$ cat src/core/pm_event_pkg.sv
// Constants for the power management event status and routing block.
// Assumes one event index per status bit, shared by all enable vectors.
package pm_event_pkg;
    localparam int NUM_EVENTS = 9;
    localparam int NUM_IRQ    = 16;

    // Event (status bit) positions
    localparam int EV_SMB_HOST   = 0;
    localparam int EV_SMB_SLAVE  = 1;
    localparam int EV_SMB_SNOOP  = 2;
    localparam int EV_SMB_ALERT  = 3;
    localparam int EV_HW_TRAP    = 4;
    localparam int EV_LPT_TRAP   = 5;
    localparam int EV_INACT      = 6;
    localparam int EV_USB_RESUME = 7;
    localparam int EV_BIOS_WE    = 8;

    // Which events own each kind of enable; other enable bits are ignored
    localparam logic [8:0] ACPI_CAPABLE  = 9'h0ff;
    localparam logic [8:0] SMI_CAPABLE   = 9'h1d1;
    localparam logic [8:0] C23_CAPABLE   = 9'h0ce;
    localparam logic [8:0] SLEEP_CAPABLE = 9'h086;

    // Group summary membership
    localparam logic [8:0] GRP_SMBUS   = 9'h00f;
    localparam logic [8:0] GRP_TRAP    = 9'h010;
    localparam logic [8:0] GRP_LPT_USB = 9'h0a0;
    localparam logic [8:0] GRP_MISC    = 9'h140;

    // Reset values
    localparam logic [8:0] STATUS_RST  = 9'h000;
endpackage : pm_event_pkg

$ cat src/core/pm_event_status_routing.sv
// Power management event latch, group summary and interrupt/resume routing.
// Assumes all inputs synchronous to sys_clk; enables held by software logic.
//
// What this block does
// - Each listed event sets its own software-readable status bit.
// - Group summary flags show whether any status in their group is set.
// - Status with ACPI enable raises ACPI interrupt, routed by select bit.
// - Separate SYS_MGMT_INTERRUPT-only enables send enabled status straight to SYS_MGMT_INTERRUPT.
// - IRQ lines, bus master, traps reload inactivity timer when enabled.
// - Enabled events resume from C2/C3 or from sleep states to full-on.
// - SMBus events share status; host event has SYS_MGMT_INTERRUPT; slave/snoop can resume.
// - Parallel port traps set status, reach ACPI interrupt, may reload timer.
// - Inactivity timeout sets status, ACPI or SYS_MGMT_INTERRUPT enable, C2/C3 resume.
// - USB resume in lpt/usb group, ACPI or SYS_MGMT_INTERRUPT, resumes from C2/C3/sleep.
// - BIOS write enable rising edge sets status, SYS_MGMT_INTERRUPT only, no ACPI path.
// - ACPI request is OR of status AND enable; SYS_MGMT_INTERRUPT path ignores select.
`timescale 1ns/10ps
module pm_event_status_routing #(
    parameter int N = pm_event_pkg::NUM_EVENTS,
    parameter int M = pm_event_pkg::NUM_IRQ
) (
    input  wire logic         sys_clk,
    input  wire logic         reset,
    input  wire logic [N-1:0] event_in,
    input  wire logic         bios_write_enable,
    input  wire logic [N-1:0] status_clear,
    input  wire logic [N-1:0] acpi_enable,
    input  wire logic [N-1:0] smi_enable,
    input  wire logic         acpi_irq_route_select,
    input  wire logic [N-1:0] resume_c23_enable,
    input  wire logic [N-1:0] resume_sleep_enable,
    input  wire logic [M-1:0] irq_line,
    input  wire logic [M-1:0] irq_reload_enable,
    input  wire logic         bus_master_active,
    input  wire logic         bus_master_reload_enable,
    input  wire logic         hw_trap_hit,
    input  wire logic         hw_trap_reload_enable,
    input  wire logic         lpt_trap_hit,
    input  wire logic         lpt_trap_reload_enable,
    output logic [N-1:0]      status_q,
    output logic              smbus_group_flag,
    output logic              trap_group_flag,
    output logic              lpt_usb_group_flag,
    output logic              misc_group_flag,
    output logic              acpi_control_interrupt,
    output logic              sys_mgmt_interrupt,
    output logic              inactivity_reload,
    output logic              resume_from_c23,
    output logic              resume_from_sleep
);

    ////////////////////////////////////////////////////////////////////////
    // Event capture

    logic         bios_we_q;
    logic [N-1:0] event_all;
    logic [N-1:0] status_d;

    // BIOS write enable only counts on its rising edge
    always_ff @(posedge sys_clk or posedge reset) begin
        if (reset) begin
            bios_we_q <= 1'b0;
        end else begin
            bios_we_q <= bios_write_enable;
        end
    end

    always_comb begin
        event_all = event_in;
        event_all[pm_event_pkg::EV_BIOS_WE] = bios_write_enable & ~bios_we_q;
        event_all[pm_event_pkg::EV_HW_TRAP] = event_in[pm_event_pkg::EV_HW_TRAP] | hw_trap_hit;
        event_all[pm_event_pkg::EV_LPT_TRAP] = event_in[pm_event_pkg::EV_LPT_TRAP]
                                             | lpt_trap_hit;
    end

    // Set beats clear so an event landing on a clear is kept
    assign status_d = (status_q & ~status_clear) | event_all;

    always_ff @(posedge sys_clk or posedge reset) begin
        if (reset) begin
            status_q <= pm_event_pkg::STATUS_RST;
        end else begin
            status_q <= status_d;
        end
    end

    ////////////////////////////////////////////////////////////////////////
    // Group summaries

    always_ff @(posedge sys_clk or posedge reset) begin
        if (reset) begin
            smbus_group_flag   <= 1'b0;
            trap_group_flag    <= 1'b0;
            lpt_usb_group_flag <= 1'b0;
            misc_group_flag    <= 1'b0;
        end else begin
            smbus_group_flag   <= |(status_q & pm_event_pkg::GRP_SMBUS);
            trap_group_flag    <= |(status_q & pm_event_pkg::GRP_TRAP);
            lpt_usb_group_flag <= |(status_q & pm_event_pkg::GRP_LPT_USB);
            misc_group_flag    <= |(status_q & pm_event_pkg::GRP_MISC);
        end
    end

    ////////////////////////////////////////////////////////////////////////
    // Interrupt routing

    logic acpi_any;
    logic smi_direct;

    // Capability masks stop an enable from opening a path the event lacks
    assign acpi_any   = |(status_q & acpi_enable & pm_event_pkg::ACPI_CAPABLE);
    assign smi_direct = |(status_q & smi_enable & pm_event_pkg::SMI_CAPABLE);

    always_ff @(posedge sys_clk or posedge reset) begin
        if (reset) begin
            acpi_control_interrupt <= 1'b0;
            sys_mgmt_interrupt     <= 1'b0;
        end else begin
            acpi_control_interrupt <= acpi_any & acpi_irq_route_select;
            sys_mgmt_interrupt     <= (acpi_any & ~acpi_irq_route_select)
                                    | smi_direct;
        end
    end

    ////////////////////////////////////////////////////////////////////////
    // Inactivity timer reload

    always_ff @(posedge sys_clk or posedge reset) begin
        if (reset) begin
            inactivity_reload <= 1'b0;
        end else begin
            inactivity_reload <= (|(irq_line & irq_reload_enable))
                               | (bus_master_active & bus_master_reload_enable)
                               | (hw_trap_hit & hw_trap_reload_enable)
                               | (lpt_trap_hit & lpt_trap_reload_enable);
        end
    end

    ////////////////////////////////////////////////////////////////////////
    // Resume requests to the power state machine

    always_ff @(posedge sys_clk or posedge reset) begin
        if (reset) begin
            resume_from_c23   <= 1'b0;
            resume_from_sleep <= 1'b0;
        end else begin
            resume_from_c23   <= |(status_q & resume_c23_enable
                                   & pm_event_pkg::C23_CAPABLE);
            resume_from_sleep <= |(status_q & resume_sleep_enable
                                   & pm_event_pkg::SLEEP_CAPABLE);
        end
    end
endmodule : pm_event_status_routing

$ cat config.mk
export PLATFORM = sky130hd
export DESIGN_NAME = pm_event_status_routing
export DESIGN_NICKNAME = d
export VERILOG_FILES = /design/src/core/pm_event_pkg.sv /design/src/core/pm_event_status_routing.sv
export SDC_FILE = /design/constraint.sdc
export NUM_CORES = 1
export LEC_CHECK = 0
export BUFFER_PORTS_ARGS = -buffer_cell sky130_fd_sc_hd__buf_2
export CORE_ASPECT_RATIO = 1.25
export CORE_UTILIZATION = 30
export CTS_CLUSTER_DIAMETER = 200
export DETAILED_ROUTE_END_ITERATION = 10
export PLACE_DENSITY_LB_ADDON = 0.3
export SLEW_MARGIN = 25
export SYNTH_ARGS = -nofsm -noshare
export SYNTH_HDL_FRONTEND = slang
export SYNTH_SLANG_ARGS = --single-unit
export TNS_END_PERCENT = 20
$ cat constraint.sdc
create_clock -name sys_clk -period 1.51 [get_ports sys_clk]
set_clock_uncertainty 0.15 [all_clocks]
set_input_delay 0.2265 -clock sys_clk [delete_from_list [all_inputs] [get_ports sys_clk]]
set_output_delay 0.2265 -clock sys_clk [all_outputs]
set_load 0.01 [all_outputs]
==> results.py <==
metrics = {
    "outcome": {
        "outcome": "completed",
    },
    "cts": {
        "clock_tree_from_tritoncts": "yes",
        "cts_sink_cnt": 19,
        "clk_transition_reported_paths_ns": 0.11,
        "cts_htree_levels": 1,
        "ctsLongestPathBuffers": 2,
        "latest_clock_arrival_within_the_worst_skew_pair_ns": 0.29,
        "cts.root.buffer_cell": "sky130_fd_sc_hd__clkbuf_4",
        "buffers_inserted_by_post_cts_timing_repair": 0,
        "tritoncts.num_buffers": 3,
    },
    "setup_path": {
        "crit_path_max_incr_delay_ns": 0.56,
        "cp_cell_sequence": "dlygate4sd3_1, buf_2, o21ai_0, dlygate4sd3_1",
        "timing.rr.start": "status_q[4]$_DFF_PP0_",
        "reg2regPathDepth": 3,
        "r2r_setup_slack_ns": 0.13,
        "cpLargestDelayFamily": "buffers and inverters",
        "critical_path.startpoint_type": "input pin",
        "timing.critical_path.to_type": "flop",
        "worst-endpoint-arrival_ns": 1.57,
        "critPathRequiredTime_ns": 1.60,
        "rr_endpoint": "status_q[4]$_DFF_PP0_",
        "timing.setup.critical_path_class": "in -> reg",
        "timing.critical_path.slowest_stage_cell": "sky130_fd_sc_hd__dlygate4sd3_1",
        "cp_num_buf_inv": 3,
        "crit_top_cell": "sky130_fd_sc_hd__dlygate4sd3_1",
        "critical_path.max_fanout": 1,
    },
    "power": {
        "power_frac_clock_pct": 23.3,
        "ir_worst_vdd_mv": 0.3212,
        "intPower_uw": 790.0,
        "seq_power_share_pct": 53.1,
        "power_density_mw_per_mm2": 691.7,
        "power_uw": 1059,
        "power.static_leakage_uw": 0.0008249,
        "p_sw_share_pct": 25.43,
        "switching_power_uw": 269.4,
        "share_comb_of_total_power_pct": 23.6,
    },
    "finish": {
        "finish.utilization_pct": 61.20,
        "syn2layout_area_growth_pct": 89.18,
        "layout_commonest_cell": "sky130_fd_sc_hd__buf_2",
        "n_antenna_cell": 0,
        "most-common-layout-cells": "sky130_fd_sc_hd__buf_2, sky130_fd_sc_hd__dfrtp_1, sky130_fd_sc_hd__dlygate4sd3_1, sky130_fd_sc_hd__a22oi_1, sky130_fd_sc_hd__inv_1",
        "fraction_of_layout_cells_with_a_size_suffix_above_1_pct": 54.69,
        "num-fill-cells": 220,
        "finish.cell_count_without_fillers": 225,
        "nets": 289,
    },
    "floorplanning": {
        "chip_width_um": 48.46,
        "design.core.area_mm2": 0.002502,
        "die_y_um": 60.08,
        "floorplan.io_pins": 114,
        "floorplan.initialDensity_pct": 32.35,
        "fp.dieArea_mm2": 0.002911,
        "std_cell_rows": 20,
    },
    "placed_design": {
        "globalplace.congestion": 0.7812,
        "numPlacedInstances": 205,
        "place_hpwl_mm": 2.189,
        "portBuffers": 97,
    },
    "route": {
        "detail_route.vias_per_cell": 4.756,
        "drc_errors": 0,
        "detail-route-antenna-nets": 0,
        "detail_route.iter0.violations": 13,
        "dr_total_vias": 1070,
        "drt-wirelength-per-cell_um": 12.48,
        "drt-total-wl_mm": 2.807,
        "drt_pre_antenna_iters": 4,
    },
    "min_path": {
        "worst_hold_startpoint": "acpi_irq_route_select",
        "hold-path-endpoint": "acpi_control_interrupt$_DFF_PP0_",
        "worstHoldPathCells": 2,
        "min_path_type": "in -> reg",
    },
    "sta": {
        "max_slew.worst_pin.slew_ns": 0.3076,
        "hold_viol": 0,
        "slew_violations": 0,
        "final.min_clock_period_ns": 1.483,
        "slew_headroom_pct": 79.49,
        "rsz0062_at_grt": "no",
        "final.period_utilization_pct": 98.24,
        "max_clock_freq_mhz": 674.1,
        "finalSetupTns_ns": 0,
        "setup_viol_count_final": 0,
    },
    "logic_synthesis": {
        "synth_area_per_cell_um2": 10.94,
        "synthesis.area_um2": 809.5,
        "net_count_after_synthesis": 170,
        "yosys_register_bits": 19,
        "ys_seq_area_share_pct": 58.73,
        "post_syn_instances": 74,
        "yosysWarnings": 0,
        "post_synth_num_cell_types": 15,
    },
    "global_route": {
        "wire_length_of_the_first_global_routing_pass_mm": 4.243,
        "number_of_global_route_vias_before_repair": 1013,
        "pin_count_of_the_biggest_net_entering_global_routing": 20,
        "grt_antenna_before_repair": 0,
        "global_route.overflow_total": 0,
        "global_route.usage.total_pct": 20.30,
    },
    "job": {
        "maxCapViolations": 0,
    },
}
power groups by stage:
stage	Sequential (µW)	Clock, µW	Combinational [µW]
after floorplan	581	0	63.2
after global placement	571	0	213
after detailed placement	573	0	219
after CTS	563	264	247
after global routing	567	282	276
final	563	247	250
layout make-up:
class	count	area [µm²]	area share (%)
Multi-Input combinational cell	42	285.3	18.63
Tap cell	33	41.29	2.696
Clock buffer	3	22.52	1.471
Timing Repair Buffer	114	653.1	42.65
Inverter	13	48.80	3.186
Sequential cell	19	475.5	31.05
Clock inverter	1	5.005	0.3268
how the worst max path moves through the flow:
stage,from,to,slack (ns),cells past startpoint
after CTS,status_clear[5],status_q[5]$_DFF_PP0_,0.04,4
after floorplan,status_q[6]$_DFF_PP0_,sys_mgmt_interrupt$_DFF_PP0_,0.29,3
after detailed placement,status_q[6]$_DFF_PP0_,sys_mgmt_interrupt$_DFF_PP0_,0.23,3
after global placement,status_q[6]$_DFF_PP0_,sys_mgmt_interrupt$_DFF_PP0_,0.24,3
final,status_clear[4],status_q[4]$_DFF_PP0_,0.03,4
after global routing,status_clear[4],status_q[4]$_DFF_PP0_,0.008,4
state kept, by name, summed over array words and instances, names as in the netlist:
register and count:
resume_from_sleep 1, trap_group_flag 1, bios_we_q 1, smbus_group_flag 1
resume_from_c23 1, sys_mgmt_interrupt 1, inactivity_reload 1, status_q 9
lpt_usb_group_flag 1, acpi_control_interrupt 1, misc_group_flag 1
cell usage after synthesis:
cell type / n / area, µm²
sky130_fd_sc_hd__a21o_1: 6 / 45.04
sky130_fd_sc_hd__a21o_2: 1 / 8.760
sky130_fd_sc_hd__a222oi_1: 4 / 40.04
sky130_fd_sc_hd__a22oi_1: 14 / 105.1
sky130_fd_sc_hd__and2_1: 1 / 6.260
sky130_fd_sc_hd__dfrtp_1: 19 / 475.5
sky130_fd_sc_hd__inv_1: 13 / 48.80
sky130_fd_sc_hd__nand2_1: 5 / 18.77
sky130_fd_sc_hd__nand4_1: 2 / 12.51
sky130_fd_sc_hd__nor2_1: 2 / 7.510
sky130_fd_sc_hd__nor3_1: 1 / 5.000
sky130_fd_sc_hd__o21ai_0: 2 / 10.01
sky130_fd_sc_hd__o22ai_1: 1 / 6.260
sky130_fd_sc_hd__or2_2: 2 / 12.51
sky130_fd_sc_hd__or4_1: 1 / 7.510
logic make-up (layout without fill, tap and decap cells):
group | count (synthesis) | count (layout) | synth area share (%)
simple gates | 14 | 14 | 8.656
flops | 19 | 19 | 58.73
compound gates | 28 | 28 | 26.58
buf+inv | 13 | 131 | 6.028
routing by layer:
layer	GRT usage [%]	part of all wire, %	routed length, µm	up-vias
met2	42.05	54	1527	83
met3	4.835	11	310	4
met1	17.43	33	923	476
li1	-	-	-	507
met5	0	0	0	-
met4	12.61	1.6	46	0
repair_timing:
| action | in CTS | in global routing |
|---|---|---|
| resized for setup | 0 | 1 |
| hold buffers | 14 | 2 |
| endpoints found under the setup margin | 0 | 1 |
| hold endpoints to repair | 30 | 1 |
per-stage QoR:
step | setup slack [ns] | hold WS, ns | instance area (µm²)
global route | 0.008056 | 0.0004242 | 1531
finish | 0.02651 | 0.01300 | 1531
floorplan | 0.2946 | 0.02763 | 809.5
CTS | 0.04228 | 0.001524 | 1511
detailed placement | 0.2283 | 0.1114 | 1344
global placement | 0.2397 | 0.1014 | 1344
Power figures use the tool's default switching activity.
